### config.mk
export PLATFORM = sky130hd
export DESIGN_NAME = cpu_interrupt_response
export DESIGN_NICKNAME = d
export VERILOG_FILES = /design/src/logic/irq_resp_pkg.sv /design/src/logic/cpu_interrupt_response.sv
export SDC_FILE = /design/constraint.sdc
export NUM_CORES = 1
export LEC_CHECK = 0
export BUFFER_PORTS_ARGS = -buffer_cell sky130_fd_sc_hd__buf_2
export CORE_AREA = 3 3 123 96
export DETAILED_ROUTE_END_ITERATION = 6
export DIE_AREA = 0 0 126 99
export PLACE_DENSITY_LB_ADDON = 0.3
export SLEW_MARGIN = 20
export SYNTH_ARGS = -nofsm -noshare
export SYNTH_HDL_FRONTEND = slang
export SYNTH_SLANG_ARGS = --single-unit
### constraint.sdc
create_clock -name ref_clk -period 2.2 [get_ports ref_clk]
set_clock_uncertainty 0.1 [all_clocks]
set_input_delay 0.33 -clock ref_clk [delete_from_list [all_inputs] [get_ports ref_clk]]
set_output_delay 0.33 -clock ref_clk [all_outputs]
set_load 0.01 [all_outputs]
### src/logic/irq_resp_pkg.sv
// constants and types of the interrupt response block
`default_nettype none
package irq_resp_pkg;
  // ****************
  // service targets
  // ****************
  localparam logic [15:0] NMI_ADDR = 16'h0066;
  localparam logic [15:0] RST38_ADDR = 16'h0038;
  // ****************
  // cycle counts
  // ****************
  localparam logic [3:0] ACK_INT_CYC = 4'h7;
  localparam logic [3:0] ACK_NMI_CYC = 4'h5;
  localparam logic [3:0] PUSH_CYC = 4'h6;
  localparam logic [3:0] TABLE_CYC = 4'h6;
  localparam logic [3:0] TBL_LO_CYC = 4'h2;
  localparam logic [3:0] TBL_HI_CYC = 4'h5;
  localparam logic [3:0] IO_WAIT_START = 4'h2;
  // ****************
  // response modes
  // ****************
  localparam logic [1:0] MODE0 = 2'h0;
  localparam logic [1:0] MODE1 = 2'h1;
  localparam logic [1:0] MODE2 = 2'h2;
  // ****************
  // register port
  // ****************
  localparam logic [1:0] REG_STATUS = 2'h0;
  localparam logic [1:0] REG_VBASE = 2'h1;
  localparam logic [1:0] REG_MODE = 2'h2;
  localparam logic [7:0] VBASE_RST = 8'h00;
  localparam logic [1:0] MODE_RST = 2'h0;
  localparam logic [7:0] TBL_LSB_MASK = 8'hfe;
  localparam int ST_HALTED = 2;
  localparam int ST_NMI_PEND = 3;
  localparam int ST_BUSY = 6;
  // ****************
  // sequencer states
  // ****************
  typedef enum logic [2:0] {
    ST_IDLE = 3'b000,
    ST_ACK = 3'b001,
    ST_PUSH = 3'b010,
    ST_TABLE = 3'b011,
    ST_JUMP = 3'b100
  } resp_state_t;
endpackage : irq_resp_pkg
`default_nettype wire

### src/logic/cpu_interrupt_response.sv
// interrupt acceptance, enable flops, halt exit and response sequencer
// ****************
// What this block does
// - unmaskable request sampled with maskable, wins always
// - unmaskable: read-like cycle, push, go 0066H
// - halted: fetch, substitute no-op, halt ack held
// - halted: sample at T4, exit next edge
// - both at halt exit: unmaskable acknowledged
// - stopped clock freezes all state intact
// - reset clears primary and shadow enables
// - enable sets both, disable clears both
// - after enable, refuse until next instruction done
// - maskable taken only with primary enable set
// - maskable accept clears both enables
// - unmaskable accept clears primary, keeps shadow
// - load from vector base/refresh copies shadow
// - unmaskable return copies shadow into primary
// - mode zero executes peripheral byte, two waits
// - reset selects mode zero
// - mode one pushes, goes 0038H
// - mode two pointer: vector base, peripheral byte with bit 0 cleared
// - reset clears vector base, accumulator loads it
// - mode two: push, read table low first, jump
// - mode two takes 19 clocks: 7, 6, 6
// - sample maskable at instruction end, not during bus request
// - maskable ack: io strobe, two waits inserted
// ****************
//
// The register addresses and the strobed register port were chosen for this implementation.
`timescale 1ns/1ps
`default_nettype none
module cpu_interrupt_response
  import irq_resp_pkg::*;
(
  // clock and reset
  input wire logic ref_clk,
  input wire logic rst_n,
  // request pins
  input wire logic int_n,
  input wire logic nmi_n,
  input wire logic bus_request_n,
  input wire logic [7:0] data_in,
  // core timing
  input wire logic instr_last,
  input wire logic t4_strobe,
  // decoded instructions
  input wire logic halt_exec,
  input wire logic enable_irq_instruction,
  input wire logic disable_irq_instruction,
  input wire logic return_from_unmaskable_service,
  input wire logic load_acc_from_vector_base,
  input wire logic load_acc_from_refresh_counter,
  input wire logic load_vector_base,
  input wire logic [7:0] acc_in,
  input wire logic mode_set,
  input wire logic [1:0] mode_sel,
  // register port
  input wire logic [1:0] reg_addr,
  input wire logic [7:0] reg_wdata,
  input wire logic reg_wr,
  input wire logic reg_rd,
  output logic [7:0] reg_rdata,
  // bus cycle control
  output logic halt_ack_n,
  output logic force_nop,
  output logic opcode_fetch_cycle,
  output logic io_request_strobe_n,
  output logic memory_request_strobe_n,
  output logic resp_busy,
  // response to core
  output logic stack_push,
  output logic table_read,
  output logic [15:0] table_addr,
  output logic [7:0] exec_byte,
  output logic exec_valid,
  output logic jump_valid,
  output logic [15:0] service_addr,
  output logic pv_flag,
  output logic pv_load
);

  // ****************
  // state
  // ****************
  resp_state_t state_r;
  logic [3:0] cnt_r, ack_len;
  logic kind_nmi_r, halted_r, enable_delay_r;
  logic primary_enable_flop_r, shadow_enable_flop_r;
  logic nmi_n_d_r, nmi_pend_r;
  logic [7:0] vbase_r, exec_byte_r, reg_rdata_r;
  logic [1:0] mode_r;
  logic [15:0] table_addr_r, service_addr_r;
  logic exec_valid_r, pv_flag_r, pv_load_r;
  logic sample, take_nmi, take_int, ack_last;

  // ****************
  // acceptance
  // ****************
  assign sample = (state_r == ST_IDLE) && (halted_r ? t4_strobe : instr_last);
  assign take_nmi = sample && nmi_pend_r;
  assign take_int = sample && !nmi_pend_r && !int_n && primary_enable_flop_r
    && bus_request_n && !enable_delay_r && !enable_irq_instruction;

  always_ff @(posedge ref_clk or negedge rst_n)
  begin
    if (!rst_n)
    begin
      nmi_n_d_r <= 1'b1;
      nmi_pend_r <= 1'b0;
    end
    else
    begin
      nmi_n_d_r <= nmi_n;
      if (nmi_n_d_r && !nmi_n)
        nmi_pend_r <= 1'b1;
      else if (take_nmi)
        nmi_pend_r <= 1'b0;
    end
  end

  // ****************
  // enable flops
  // ****************
  always_ff @(posedge ref_clk or negedge rst_n)
  begin
    if (!rst_n)
    begin
      primary_enable_flop_r <= 1'b0;
      shadow_enable_flop_r <= 1'b0;
    end
    else if (take_int || disable_irq_instruction)
    begin
      primary_enable_flop_r <= 1'b0;
      shadow_enable_flop_r <= 1'b0;
    end
    else if (take_nmi)
      primary_enable_flop_r <= 1'b0;
    else if (enable_irq_instruction)
    begin
      primary_enable_flop_r <= 1'b1;
      shadow_enable_flop_r <= 1'b1;
    end
    else if (return_from_unmaskable_service)
      primary_enable_flop_r <= shadow_enable_flop_r;
  end

  // one-instruction shadow after enable
  always_ff @(posedge ref_clk or negedge rst_n)
  begin
    if (!rst_n)
      enable_delay_r <= 1'b0;
    else if (enable_irq_instruction)
      enable_delay_r <= 1'b1;
    else if (instr_last)
      enable_delay_r <= 1'b0;
  end

  // parity/overflow copy of shadow flop
  always_ff @(posedge ref_clk or negedge rst_n)
  begin
    if (!rst_n)
    begin
      pv_flag_r <= 1'b0;
      pv_load_r <= 1'b0;
    end
    else
    begin
      pv_load_r <= load_acc_from_vector_base || load_acc_from_refresh_counter;
      if (load_acc_from_vector_base || load_acc_from_refresh_counter)
        pv_flag_r <= shadow_enable_flop_r;
    end
  end

  // ****************
  // halt
  // ****************
  always_ff @(posedge ref_clk or negedge rst_n)
  begin
    if (!rst_n)
      halted_r <= 1'b0;
    else if (take_nmi || take_int)
      halted_r <= 1'b0;
    else if (halt_exec)
      halted_r <= 1'b1;
  end

  // ****************
  // vector base and mode
  // ****************
  always_ff @(posedge ref_clk or negedge rst_n)
  begin
    if (!rst_n)
      vbase_r <= VBASE_RST;
    else if (load_vector_base)
      vbase_r <= acc_in;
    else if (reg_wr && reg_addr == REG_VBASE)
      vbase_r <= reg_wdata;
  end

  always_ff @(posedge ref_clk or negedge rst_n)
  begin
    if (!rst_n)
      mode_r <= MODE_RST;
    else if (mode_set && mode_sel != 2'h3)
      mode_r <= mode_sel;
    else if (reg_wr && reg_addr == REG_MODE && reg_wdata[1:0] != 2'h3)
      mode_r <= reg_wdata[1:0];
  end

  // ****************
  // response sequencer
  // ****************
  assign ack_len = kind_nmi_r ? ACK_NMI_CYC : ACK_INT_CYC;
  assign ack_last = (state_r == ST_ACK) && (cnt_r == ack_len - 4'h1);
  always_ff @(posedge ref_clk or negedge rst_n)
  begin
    if (!rst_n)
    begin
      state_r <= ST_IDLE;
      cnt_r <= 4'h0;
      kind_nmi_r <= 1'b0;
    end
    else
    begin
      cnt_r <= cnt_r + 4'h1;
      case (state_r)
        ST_IDLE:
        begin
          cnt_r <= 4'h0;
          if (take_nmi || take_int)
          begin
            state_r <= ST_ACK;
            kind_nmi_r <= take_nmi;
          end
        end
        ST_ACK:
        begin
          if (ack_last)
          begin
            cnt_r <= 4'h0;
            state_r <= (!kind_nmi_r && mode_r == MODE0) ? ST_IDLE : ST_PUSH;
          end
        end
        ST_PUSH:
        begin
          if (cnt_r == PUSH_CYC - 4'h1)
          begin
            cnt_r <= 4'h0;
            state_r <= (!kind_nmi_r && mode_r == MODE2) ? ST_TABLE : ST_JUMP;
          end
        end
        ST_TABLE:
        begin
          if (cnt_r == TABLE_CYC - 4'h1)
          begin
            cnt_r <= 4'h0;
            state_r <= ST_JUMP;
          end
        end
        default:
        begin
          cnt_r <= 4'h0;
          state_r <= ST_IDLE;
        end
      endcase
    end
  end

  always_ff @(posedge ref_clk or negedge rst_n)
  begin
    if (!rst_n)
    begin
      service_addr_r <= 16'h0000;
      table_addr_r <= 16'h0000;
      exec_byte_r <= 8'h00;
      exec_valid_r <= 1'b0;
    end
    else
    begin
      exec_valid_r <= ack_last && !kind_nmi_r && mode_r == MODE0;
      if (ack_last)
      begin
        if (kind_nmi_r)
          service_addr_r <= NMI_ADDR;
        else if (mode_r == MODE1)
          service_addr_r <= RST38_ADDR;
        else if (mode_r == MODE2)
          table_addr_r <= {vbase_r, data_in & TBL_LSB_MASK};
        else
          exec_byte_r <= data_in;
      end
      if (state_r == ST_TABLE && cnt_r == TBL_LO_CYC)
      begin
        service_addr_r[7:0] <= data_in;
        table_addr_r <= table_addr_r + 16'h0001;
      end
      if (state_r == ST_TABLE && cnt_r == TBL_HI_CYC)
        service_addr_r[15:8] <= data_in;
    end
  end

  // ****************
  // register port
  // ****************
  always_ff @(posedge ref_clk or negedge rst_n)
  begin
    if (!rst_n)
      reg_rdata_r <= 8'h00;
    else if (reg_rd)
    begin
      case (reg_addr)
        REG_STATUS: reg_rdata_r <= {1'b0, state_r != ST_IDLE, mode_r, nmi_pend_r,
          halted_r, shadow_enable_flop_r, primary_enable_flop_r};
        REG_VBASE: reg_rdata_r <= vbase_r;
        REG_MODE: reg_rdata_r <= {6'h00, mode_r};
        default: reg_rdata_r <= 8'h00;
      endcase
    end
    else
      reg_rdata_r <= 8'h00;
  end

  // ****************
  // outputs
  // ****************
  assign reg_rdata = reg_rdata_r;
  assign halt_ack_n = !halted_r;
  assign force_nop = halted_r;
  assign opcode_fetch_cycle = (state_r == ST_ACK) && !kind_nmi_r;
  assign io_request_strobe_n = !(opcode_fetch_cycle && cnt_r >= IO_WAIT_START);
  assign memory_request_strobe_n = !((state_r == ST_ACK) && kind_nmi_r);
  assign resp_busy = state_r != ST_IDLE;
  assign stack_push = state_r == ST_PUSH;
  assign table_read = state_r == ST_TABLE;
  assign table_addr = table_addr_r;
  assign exec_byte = exec_byte_r;
  assign exec_valid = exec_valid_r;
  assign jump_valid = state_r == ST_JUMP;
  assign service_addr = service_addr_r;
  assign pv_flag = pv_flag_r;
  assign pv_load = pv_load_r;
endmodule : cpu_interrupt_response
`default_nettype wire

* Word level (Yosys, flattened, before mapping)
Index checks and enable logic that the tools add are counted.
Storage, ports and cells: logic and storage cells 146, input bits 45, register bits after elaboration 75
Operators by class: add/subtract/negate cells 3, mux-type cells 41, reduce and logical (&&, ||, !) cells 59, equality and inequality tests 20, bitwise operators 3, $lt $le $gt $ge 1
Operator list (number):
- $mux W16 | 8
- $mux W8 | 5
- $pmux W8 S3 | 1
- $logic_and A1 B1 Y1 | 23
- $reduce_bool A2 Y1 | 9
- $add A16 B1 Y16 const B | 1
- $mux W3 | 5
- $mux W1 | 14
- $ne A2 B1 Y1 const B | 6
- $pmux W3 S4 | 1
- $reduce_and A4 Y1 | 3
- $logic_not A1 Y1 | 9
- $reduce_bool A3 Y1 | 3
- $mux W2 | 4
- $mux W4 | 2
- $pmux W4 S2 | 1
- $reduce_and A2 Y1 | 4
- $eq A3 B2 Y1 const B | 2
- $ne A2 B2 Y1 const B | 3
- $add A4 B1 Y4 const B | 1
- $eq A2 B1 Y1 const B | 2
- $eq A2 B2 Y1 const B | 2
- $eq A4 B2 Y1 const B | 1
- $eq A4 B3 Y1 const B | 1
- other kinds (11) | 16

* Depth between registers and ports, before layout
Gate-level depths: netlist (run 1).
depth after elaboration 11, mapped depth 8, gate-level depth less buffers 6

* Least setup slack after synthesis (run 1)
No wires, ideal clock.
kind reg2reg, from register cnt_r[0], to register table_addr_r[13], in the netlist table_addr[13], data arrival time 1969 ps, data required time 1975 ps, stages on the path, launching flop included 8, buffers on the path 1, path slack 6 ps, period minus slack after synthesis 2194 ps, setup time 125 ps, cell sequence dfrtp_1 -> inv_1 -> ha_1 -> or3b_1 -> clkbuf_2 -> nor2_2 -> mux2_2 -> mux2_2
On the way: longest elaborated chain between the ends 4, elaborated cells between the ends (all ways) 10, those cells by class eq/ne (4); mux (1); reduce/logical (5)
Ends and longest elaborated chain:
- from (decl) | line cpu_interrupt_response.sv:86 | logic [3:0] cnt_r, ack_len;
- from (signal assigned) | line cpu_interrupt_response.sv:225 | cnt_r <= cnt_r + 4'h1;
- $eq A4 B2 Y1 or $eq A4 B4 Y1 (tied branches) | line cpu_interrupt_response.sv:292, cpu_interrupt_response.sv:214
- $logic_and A1 B1 Y1, on equally long branches | line cpu_interrupt_response.sv:292, cpu_interrupt_response.sv:214
- $ne A2 B1 Y1 (no source line) or $reduce_bool A2 Y1 (tied branches)
- $reduce_and A4 Y1 (no source line)
- to (signal assigned) | line cpu_interrupt_response.sv:288 | table_addr_r <= {vbase_r, data_in & TBL_LSB_MASK};
- to (signal assigned) | line cpu_interrupt_response.sv:295 | table_addr_r <= table_addr_r + 16'h0001;
- to (decl) | line cpu_interrupt_response.sv:92 | logic [15:0] table_addr_r, service_addr_r;
Parallel ways exist; a longest one is shown, timed or not. A chain may end at the register's enable or synchronous reset.

* Worst setup path in the final report (run 1)
Ends and elaborated chain as after synthesis.

==> results.md, run 1 <==
- The die covers 0.0125 mm².
- The cell count of the worst reg-to-reg path is 7.
- The worst setup path is captured at a flip-flop.
- In this run the tool buffered the top-level ports with 104 buffer cells.
- The first TritonRoute pass finished after 4 iterations.
- The number of placed I/O pins is 105.
- The synthesized netlist contains 54 unique library cells.
- The global-route usage over all layers is 16.4%.
- The total number of H-tree levels is 3.
- In this run the horizontal extent of the chip is 126 µm.
- At the worst endpoint, the required time is 2.31 ns.
- TritonCTS created 9 clock buffers.
- The proportion of register bits with asynchronous set or reset after synthesis is 100%.
- The slew of the pin with the lowest slew margin is 0.609 ns.
- The power density over the cells is 927 mW/mm².
- Across all setup checks in the final design, the least slack found is 0.0633 ns.
- For this run, the leading register cell type out of synthesis is dfrtp_1.
- Across the VDD grid, the largest voltage drop is 0.445 mV.
- Detailed routing inserted a total of 3,126 vias.
- The Yosys step of the flow raised 0 warnings.
- For this run, design rule violations remaining after detail routing come to 0.
- The number of buffers on the longest clock path is 2.
- The area added between synthesis and finish is 33.7%.
- The congestion estimate from routability-driven global placement came to 0.813.
- In this run, synthesis inferred 0 flip-flops with an integrated enable.
- The number of setup violations in the final report is 0.
- The final standard cell count with taps included and fillers excluded is 620.
- Synthesis handed over a netlist of 347 instances.
- In the synthesized netlist, the cells that appear most often are 74 x dfrtp_1, 27 x nand2_1, 27 x nor2_1.
- The ratio of final minimum period to clock period is 97.1%.
- The number of pins with negative max-slew slack in the final report is 0.
- The HPWL after detailed placement is 7540 µm.
- The post-synthesis cell type with the largest combined area is dfrtp_1.
- The floorplan has 33 rows.
- The wire length of the first global-routing pass is 16,400 µm.
- The total of max-cap violations is 0.
- The worst hold path begins at nmi_n.
- By instance count, the leading cell after synthesis is dfrtp_1.
- The normalized max-slew margin is 59.3%.
- The number of nets in the synthesized netlist is 399.
- The startpoint type of the worst setup path is a flip-flop.
- The count of nets after finishing is 527.
- The run finished with clean final reports.
- The height of the die is 99 µm.
- The number of nets with antenna violations after detailed routing is 0.
- Sorting the synthesized cells by area gives the leading types as dfrtp_1 50%, mux2_2 7.0%, mux2i_1 4.3%.
- In this run the clock root is driven by a clkbuf_16.
- The clock latency on the worst-skew pair is 0.33 ns.
- The mapped netlist covers 0.00371 mm².
- Including well taps, the total number of placed cells is 602.
- The count of clock tree sinks is 75.
- The number of diodes added for antenna fixing is 0.
- The share of Yosys cell area claimed by the top area cell type is 49.9%.
- The worst hold path terminates at nmi_n_d_r.
- After synthesis the netlist holds a flip-flop and latch count of 75.
- The worst-case setup slack after placement is -0.0658 ns.
- The initial detailed-routing violation count is 187.
- The worst-path maximum fanout is 10.
- Each instance of the synthesized netlist takes up on average 10.7 µm².
- The hold violation total from the final report is 0.
- The pin count of the biggest net entering global routing is 45.
- The register-to-register setup slack is 0.06 ns.
- Cells with a size suffix above 1 make up 37.9% of the layout.
- The initial utilization of the core area, before any placement, comes to 34.6%.
- The post-layout minimum cycle time is 2.14 ns.
- Of the synthesized area, sequential elements account for 50.6%.
- After global routing the overflow that remains totals 0.
- The setup total negative slack is 0 ns.
- The end of the worst register-to-register path is table_addr[13].
- The min-delay analysis places its worst path in the category input pin to flip-flop.
- The wire length per cell is 16.2 µm.
- The CTS tree is built.
- Timing would allow up to 0.468 GHz.
- The core region is 0.0107 mm².
- Counting instances, the worst hold path has a depth of 1.
- The static leakage is 0.00246 µW.
- The via count of the first global-routing pass is 3,115.
- The arrival time of the worst setup path is 2.25 ns.
- The number of antenna violations at the first check in global routing is 0.
- By startpoint and endpoint, the worst setup path is classified as flip-flop to flip-flop.
- For this run, the share of the core covered by cells in the final layout is 46.2%.
- The vias per cell is 5.04.
- Wires add up to 10,100 µm.
- After clock tree synthesis, the clock-pin slew on the worst setup and hold paths is 0.06 ns.
- In this run the critical register-to-register path is launched from cnt_r[0].
==> registers in the layout, indices dropped and copies added (netlist names) <==
name and cells:
pv_load 1, nmi_pend_r 1, cnt_r 4, kind_nmi_r 1, mode_r 2, pv_flag 1, primary_enable_flop_r 1, table_addr 16
reg_rdata 8, exec_byte 8, enable_delay_r 1, vbase_r 8, force_nop 1, shadow_enable_flop_r 1, service_addr 16, state_r 3
exec_valid 1, nmi_n_d_r 1
==> cells by family (layout without fill, tap and decap cells) <==
kind of cell	count (synthesis)	in the layout	synth area share, %
mux	39	39	11.3
buf+inv	26	159	3.24
xor+xnor	4	4	0.945
compound gates	68	68	12.6
simple gates	128	128	19.0
fa+ha+maj	7	7	2.36
flops	75	75	50.6
==> layout make-up <==
cell class / count / area, µm²
clock buffers: 11 / 243
clock inverters: 5 / 100
repair buffers: 129 / 751
well taps: 140 / 175
flip-flops and latches: 75 / 1880
inverters: 14 / 52.6
multi-input cells: 246 / 1760
fillers: 1044 / 5780
==> timing repair <==
| item | CTS | global route |
|---|---|---|
| hold buffers | 1 | 0 |
| buffers inserted | 0 | 1 |
| setup endpoints to repair | 5 | 11 |
| hold endpoints to repair | 30 | 0 |
| pin swaps | 0 | 1 |
| resized for setup | 2 | 9 |
==> through the flow <==
step	cell area, µm²	power, µW	hold WS [ns]
global placement	4540	2860	0.200
CTS	4900	4600	0.00401
floorplan	3710	2370	-0.0656
finish	4960	4600	0.0165
global route	4960	4840	0.00331
detailed placement	4540	2890	0.203
==> how the worst max path moves through the flow <==
stage                  start         endpoint
finish              cnt_r[0]   table_addr[13]
global route        cnt_r[0]   table_addr[13]
CTS                 cnt_r[0]  service_addr[1]
detailed placement  cnt_r[0]   table_addr[12]
global placement    cnt_r[0]  service_addr[2]
floorplan           cnt_r[0]   table_addr[13]
==> worst max-delay path, cell delays in order, from the launching register on <==
cell and delay, ns:
dfrtp_1 0.38, inv_1 0.07, ha_2 0.19, or3b_4 0.43, nor2_4 0.12, buf_12 0.15
mux2_2 0.33, mux2_2 0.26
==> power by group <==
group	leakage [µW]	total [µW]	internal (µW)	switching (µW)
registers	0.000965	1740	1570	173
clock network	0.000169	1700	1140	561
logic	0.00133	1160	535	622
total	0.00246	4600	3240	1360
==> per-layer routing <==
layer,GRT usage (%),vias up,share of wire (%)
li1,-,1518,-
met1,23.9,1530,49
met2,24.5,69,46
met3,2.87,9,3.4
met4,6.27,0,1.2
met5,0,-,0
==> placed cells by master, fill, tap and decap left out, types with 4 or more instances in the layout <==
cell type  count
nand2_1       27
mux2i_1       16
ha_1           6
mux2_2        23
dfrtp_1       74
buf_2        103
nand3_1       16
o21a_1         4
a21oi_1        6
nor2b_1        8
a22o_1        10
buf_4         22
inv_1         13
o21ai_0       20
and3_1         4
nor2_1        26
a211oi_1       4
nor3b_1        8
clkbuf_16      9
nand2b_1       4
nor3_1        10
No activity file was read; power rests on OpenSTA's default activity.
==> inputs of run 2 (changes only) <==
--- a/config.mk
+++ b/config.mk
@@ -9,7 +9,7 @@
 export CORE_AREA = 3 3 123 96
 export DETAILED_ROUTE_END_ITERATION = 6
 export DIE_AREA = 0 0 126 99
-export PLACE_DENSITY_LB_ADDON = 0.3
+export PLACE_DENSITY = 0.64
 export SLEW_MARGIN = 20
 export SYNTH_ARGS = -nofsm -noshare
 export SYNTH_HDL_FRONTEND = slang
==> results.md, run 2 (same netlist as run 1, synthesis figures left out) <==
- The run finished with clean final reports.
- The hold violation total from the final report is 0 (unchanged).
- The number of cells on the critical path is 7 (unchanged).
- The number of placed I/O pins is 105 (unchanged).
- The total number of H-tree levels was 3 (unchanged).
- The final standard cell count with taps included and fillers excluded is 626 (+0.97%).
- The post-layout minimum cycle time is 2.14 ns (+0.00720 ns).
- The die width is 126 µm (unchanged).
- The register clock-pin slew on the reported worst setup and hold paths is 0.06 ns (about the same).
- The normalized max-slew margin is 55.6% (-3.7 points).
- The total of max-cap violations is 0 (unchanged).
- The number of port buffers is 104 (unchanged).
- The number of nets with antenna violations after detailed routing was 0 (unchanged).
- The initial core utilization is 34.6% (unchanged).
- The total via count after detailed routing is 3,155 (+0.93%).
- The worst setup path is captured at a flip-flop.
- The worst hold path endpoint is primary_enable_flop_r.
- The class of the most critical setup path is flip-flop to flip-flop.
- The cell depth of the worst min-delay path is 2 (+1).
- The ratio of final minimum period to clock period is 97.4% (+0.33 points).
- The final setup slack of the worst path was 0.0561 ns (-0.00720 ns).
- The static leakage is 0.00246 µW (about the same).
- The number of CTS-inserted buffers is 9 (unchanged).
- The total die area is 0.0125 mm² (unchanged).
- The cell count of the worst reg-to-reg path was 7 (unchanged).
- The area growth from synthesis to layout is 34.1%.
- The count of nets after finishing is 533 (+1.1%).
- The path class of the lowest-slack min-delay path is input pin to flip-flop.
- The height of the die is 99 µm (unchanged).
- The area taken by multi-input logic gates is 0.00175 mm² (-0.36%).
- The signal on the critical path passes through inv_1 -> ha_2 -> or3b_4 -> or4_4 -> buf_4 -> o22ai_2 -> nor2_1.
- The total length of routed wires is 10,300 µm (+2.7%).
- The floorplan core area is 0.0107 mm² (unchanged).
- The slew of the pin with the lowest slew margin came to 0.664 ns (+0.0549 ns).
- The delay of the slowest cell on the worst path is 0.57 ns (+0.14 ns).
- The power density over the cells is 902 mW/mm² (-2.7%).
- In this run the critical register-to-register path is launched from cnt_r[0].
- The remaining global-route overflow is 0 (unchanged).
- The number of setup violations in the final report is 0 (unchanged).
- The arrival time of the worst setup path was 2.26 ns (about the same).
- In the layout the commonest cells are 103 x buf_2, 73 x dfrtp_1, 27 x nand2_1, 27 x buf_4, 25 x nor2_1.
- The worst setup path is launched from a flip-flop.
- The clock root buffer master is clkbuf_16.
- The number of buffers on the longest clock path is 2 (unchanged).
- The number of pins with negative max-slew slack in the final report is 0 (unchanged).
- The endpoint identified for the worst register-to-register timing path is table_addr[8].
- The wire length per cell is 16.5 µm (+1.7%).
- TritonCTS built the clock tree.
- The initial detailed-routing violation count is 116 (-38%).
- The HPWL after detailed placement is 7850 µm (+4.0%).
- The worst-case setup slack after placement is -0.0567 ns (+0.00911 ns).
- The final weighted congestion in routability-driven placement is 0.842 (+3.5%).
- The number of remaining DRC errors was 0 (unchanged).
- The buffering stage count on the worst path with inverters included is 2 (unchanged).
- The global-route usage over all layers is 16.9% (+0.50 points).
- The most common library cell in the layout ignoring fill and taps is buf_2.
- The clock latency on the worst-skew pair is 0.33 ns (about the same).
- The pin count of the biggest net entering global routing is 44 (-2.2%).
- The row count is 33 (unchanged).
- The number of antenna violations at the first check in global routing is 0 (unchanged).
- The maximum clock rate came to 0.466 GHz (-0.34%).
- The worst-path maximum fanout came to 7 (-3).
- The number of search-and-repair iterations in the first detailed-routing pass was 5 (+1).
- The vias per cell is 5.04 (about the same).
- Among cell families on the critical path, the largest total delay comes from simple AND/OR/NAND/NOR gates.
- The peak supply drop is 0.346 mV (-22%).
- The fraction of final layout cells sized beyond drive strength 1 came to 39.1% (+1.2 points).
- The required time of the worst setup path was 2.32 ns (about the same).
- The wire length of the first global-routing pass is 16,900 µm (+3.3%).
- The slowest stage of the critical path is the or4_4 cell.
- Setup repair after global routing could not meet its margin everywhere.
- The number of filler cells placed in the layout is 1,035 (-0.86%).
- The count of clock tree sinks is 75 (unchanged).
- The area taken by flip-flops and latches came to 0.00188 mm² (about the same).
- The register-to-register setup slack is 0.06 ns (about the same).
- The worst hold path begins at disable_irq_instruction.
- The number of diodes added for antenna fixing is 0 (unchanged).
- The via count of the first global-routing pass is 3,256 (+4.5%).
- The number of cells in the design after placement is 606 (+0.66%).
-- run 2: layout make-up --
cell class	count	share of cell area, %
tap	140	3.52
multi-input combinational	246	35.2
sequential	75	37.8
clock inverter	7	2.04
clock buffer	9	4.53
inverter	14	1.06
timing repair buffer	135	15.9
-- run 2: routing by layer --
| layer | GRT usage (%) | wire length [µm] | vias up |
|---|---|---|---|
| met4 | 4.70 | 170 | 0 |
| met3 | 4.50 | 462 | 13 |
| met2 | 25.5 | 4620 | 67 |
| met1 | 24.1 | 5070 | 1539 |
| met5 | 0 | 0 | - |
| li1 | - | - | 1536 |
-- run 2: repair_timing --
action,CTS,global route
resized for setup,3,10
setup endpoints to repair,6,7
endpoints found under the hold margin,33,0
pin swaps,0,1
hold buffers,2,0
setup buffers,0,2
-- run 2: where the power goes --
| part | total (µW) | leakage [µW] | switching [µW] | internal, µW |
|---|---|---|---|---|
| Clock | 1590 | 0.000152 | 589 | 1000 |
| Combinational | 1130 | 0.00135 | 605 | 528 |
| Sequential | 1770 | 0.000963 | 195 | 1570 |
| Total | 4490 | 0.00246 | 1390 | 3100 |
-- run 2: worst max-delay path by stage --
stage | from | to | slack (ns)
final | cnt_r[0] | table_addr[8] | 0.06
after global routing | cnt_r[0] | service_addr[1] | -0.04
after CTS | state_r[1] | io_request_strobe_n | 0.06
after detailed placement | cnt_r[0] | service_addr[1] | -0.06
after global placement | cnt_r[0] | service_addr[1] | 0.06
after floorplan | cnt_r[0] | table_addr[13] | 0.006
-- run 2: stage by stage --
stage          cell area [µm²]  hold WS [ns]  util (%)  TNS, ns  power (µW)
6_report                  4980        0.0801      46.4        0        4490
5_1_grt                   4980        0.0783      46.4   -0.192        4750
4_1_cts                   4920        0.0680      45.9        0        4510
3_5_place_dp              4570         0.219      42.6   -0.263        2880
3_3_place_gp              4570         0.208      42.6        0        2840
2_1_floorplan             3710       -0.0656         -        0        2370
-- run 2: worst reg2reg max path: stages (launching register included) --
cell and delay, ns:
dfrtp_1 0.38, inv_1 0.07, ha_2 0.18, or3b_4 0.43, or4_4 0.57, buf_4 0.17, o22ai_2 0.08, nor2_1 0.06
==> inputs of run 3 (changes only) <==
--- a/config.mk
+++ b/config.mk
@@ -5,7 +5,7 @@
 export SDC_FILE = /design/constraint.sdc
 export NUM_CORES = 1
 export LEC_CHECK = 0
-export BUFFER_PORTS_ARGS = -buffer_cell sky130_fd_sc_hd__buf_2
+export BUFFER_PORTS_ARGS = -buffer_cell sky130_fd_sc_hd__buf_4
 export CORE_AREA = 3 3 123 96
 export DETAILED_ROUTE_END_ITERATION = 6
 export DIE_AREA = 0 0 126 99
==> results.md, run 3 (same netlist as run 1, synthesis figures left out) <==
- The flow ran to the end, and the final reports show no timing, DRC or antenna violations.
- The number of search-and-repair iterations in the first detailed-routing pass is 4 (-1).
- The number of filler cells placed in the layout is 1,035 (unchanged).
- The die width came to 126 µm (unchanged).
- The clock share of power was 36.2% (+0.8 points).
- The count of clock tree sinks was 75 (unchanged).
- The final weighted congestion in routability-driven placement is 0.866 (+2.9%).
- The worst-path maximum fanout is 11 (+4).
- The number of port buffers is 104 (unchanged).
- The startpoint of the tightest hold check path is disable_irq_instruction.
- The number of CTS-inserted buffers is 9 (unchanged).
- The number of diodes added for antenna fixing came to 0 (unchanged).
- The normalized max-slew margin is 53.2% (-2.4 points).
- The area taken by flip-flops and latches is 0.00188 mm² (about the same).
- The total of max-cap violations is 0 (unchanged).
- The total via count after detailed routing was 3,182 (+0.86%).
- The ratio of final minimum period to clock period is 97.0% (-0.46 points).
- The fraction of the core area covered by cells at the end of the flow was 48.6% (+2.3 points).
- The nature of the critical path endpoint is a flip-flop.
- The library cell used most frequently in the layout, excluding fill and tap cells, is buf_4.
- The row count is 33 (unchanged).
- The pin count of the biggest net entering global routing was 47 (+6.8%).
- The final setup slack of the worst path is 0.0662 ns (+0.0101 ns).
- The signal on the critical path passes through inv_1 -> ha_2 -> or3b_4 -> nor2_4 -> buf_12 -> buf_4 -> nor2_2 -> mux2_2.
- The worst-case setup slack after placement came to -0.0478 ns (+0.00888 ns).
- The number of pins with negative max-slew slack in the final report came to 0 (unchanged).
- Compared with the post-synthesis result, the final layout area differs by 40.7%.
- Signal routing reaches up to met4.
- The slew of the pin with the lowest slew margin is 0.699 ns (+0.0355 ns).
- The remaining global-route overflow is 0 (unchanged).
- The initial detailed-routing violation count is 176 (+52%).
- The cell depth of the worst min-delay path is 2 (unchanged).
- The total number of H-tree levels is 3 (unchanged).
- The wire length per cell is 16.5 µm (-0.14%).
- The vias per cell was 5.10 (+1.2%).
- The count of nets after finishing came to 531 (-0.38%).
- The wire length the detailed router placed on met1 is 4920 µm (-3.1%).
- The internal power summed over all cells is 3310 µW (+6.7%).
- The required time of the worst setup path was 2.31 ns (about the same).
- The initial core utilization came to 34.6% (unchanged).
- The height of the die is 99 µm (unchanged).
- The met2 layer wire length in the routed design was 4740 µm (+2.5%).
- The peak supply drop is 0.396 mV (+15%).
- The post-layout minimum cycle time came to 2.13 ns (-0.0101 ns).
- In the layout the commonest cells are 129 x buf_4, 74 x dfrtp_1, 27 x nand2_1.
- The end of the worst register-to-register path is service_addr[4].
- The share of power burned in registers is 37.6% (-1.8 points).
- The HPWL after detailed placement came to 7730 µm (-1.5%).
- The switching power is 1400 µW (+1.1%).
- The sum of met3 wire segment lengths after detailed routing is 558 µm (+21%).
- On the critical path the largest part of the delay comes from simple AND/OR/NAND/NOR gates.
- The buffering stage count on the worst path with inverters included was 3 (+1).
- The number of setup violations in the final report is 0 (unchanged).
- The wire length of the first global-routing pass is 16,400 µm (-3.0%).
- The floorplan core area is 0.0107 mm² (unchanged).
- The global-route usage over all layers came to 16.5% (-0.46 points).
- The fraction of final layout cells sized beyond drive strength 1 is 38.0% (-1.1 points).
- The combinational power share is 26.2% (+1.0 points).
- The number of antenna violations at the first check in global routing was 0 (unchanged).
- The register clock-pin slew on the reported worst setup and hold paths is 0.06 ns (about the same).
- The arrival time of the worst setup path is 2.25 ns (about the same).
- STA classifies the critical path startpoint as a flip-flop.
- The critical path starts at cnt_r[0].
- The path class of the tightest hold or removal check is input pin to flip-flop.
- The worst hold path endpoint is primary_enable_flop_r.
- The clock root buffer master is clkbuf_16.
- The register-to-register setup slack is 0.07 ns (about the same).
- The fraction of power spent switching nets is 29.8% (-1.1 points).
- The total length of routed wires was 10,300 µm (-0.46%).
- The static leakage was 0.00251 µW (+2.1%).
- The number of remaining DRC errors is 0 (unchanged).
- The power density over the cells is 903 mW/mm² (about the same).
- The delay of the slowest cell on the worst path was 0.38 ns (-0.19 ns).
- TritonCTS built the clock tree.
- The hold violation total from the final report is 0 (unchanged).
- The total die area is 0.0125 mm² (unchanged).
- The maximum clock rate is 0.469 GHz (+0.47%).
- The number of buffers on the longest clock path was 2 (unchanged).
- The number of nets with antenna violations after detailed routing was 0 (unchanged).
- The via count of the first global-routing pass is 3,141 (-3.5%).
- The area taken by multi-input logic gates is 0.00174 mm² (-0.93%).
- The startpoint of the most critical register-to-register path is cnt_r[0].
- The critical path is of the flip-flop to flip-flop type.
- The slowest stage of the critical path belongs to the cell mux2_2.
- The cell count of the worst reg-to-reg path is 8 (+1).
- The number of placed I/O pins is 105 (unchanged).
- The clock latency on the worst-skew pair is 0.33 ns (about the same).
==> run 3: changes by cell type in the layout (fill, tap and decap cells not counted), sizes merged <==
cell	change
buf	-2
bufinv	+1
clkinv	-1
clkinvlp	-1
inv	+1
==> run 3: per-stage QoR <==
step / instances / area (µm²) / setup TNS [ns] / hold WS (ns) / power [µW]
2_1_floorplan: 347 / 3710 / 0 / -0.0656 / 2370
5_1_grt: 624 / 5220 / -0.000860 / 0.0614 / 4990
6_report: 624 / 5220 / 0 / 0.0721 / 4720
3_3_place_gp: 600 / 4780 / 0 / 0.188 / 2950
3_5_place_dp: 600 / 4780 / -0.238 / 0.190 / 2990
4_1_cts: 617 / 5150 / 0 / 0.00585 / 4730
==> run 3: area by class of cell <==
type / count / area share (%)
sequential: 75 / 36.0
multi-input combinational: 246 / 33.3
timing repair buffer: 133 / 19.7
clock buffer: 9 / 4.31
tap: 140 / 3.36
clock inverter: 7 / 2.37
inverter: 14 / 1.01
==> run 3: worst max path at each step <==
stage	to	slack, ns	cells after the start
2_1_floorplan	table_addr[13]	0.006	7
3_3_place_gp	table_addr[13]	0.04	7
3_5_place_dp	service_addr[1]	-0.05	7
4_1_cts	service_addr[1]	0.02	7
5_1_grt	service_addr[1]	-0.0009	8
6_report	service_addr[4]	0.07	8
==> run 3: timing repair <==
item / 4_1_cts / 5_1_grt
endpoints found under the hold margin: 28 / 1
pin swaps: 0 / 1
endpoints found under the setup margin: 8 / 9
gates cloned: 0 / 0
hold buffers: 1 / 1
buffers inserted: 0 / 6
gates resized for setup: 3 / 5
==> run 3: per-layer routing <==
metal  up-vias  track usage, %
met2        89            24.8
met1      1560            23.5
met4         0            3.79
met3         6            4.88
met5         -               0
li1       1527               -
==> run 3: power by group through the flow <==
| stage | Clock (µW) | Combinational, µW | Sequential [µW] |
|---|---|---|---|
| finish | 1710 | 1230 | 1770 |
| floorplan | 0 | 581 | 1790 |
| global placement | 0 | 1170 | 1790 |
| CTS | 1740 | 1220 | 1770 |
| global route | 1820 | 1360 | 1800 |
| detailed placement | 0 | 1200 | 1790 |
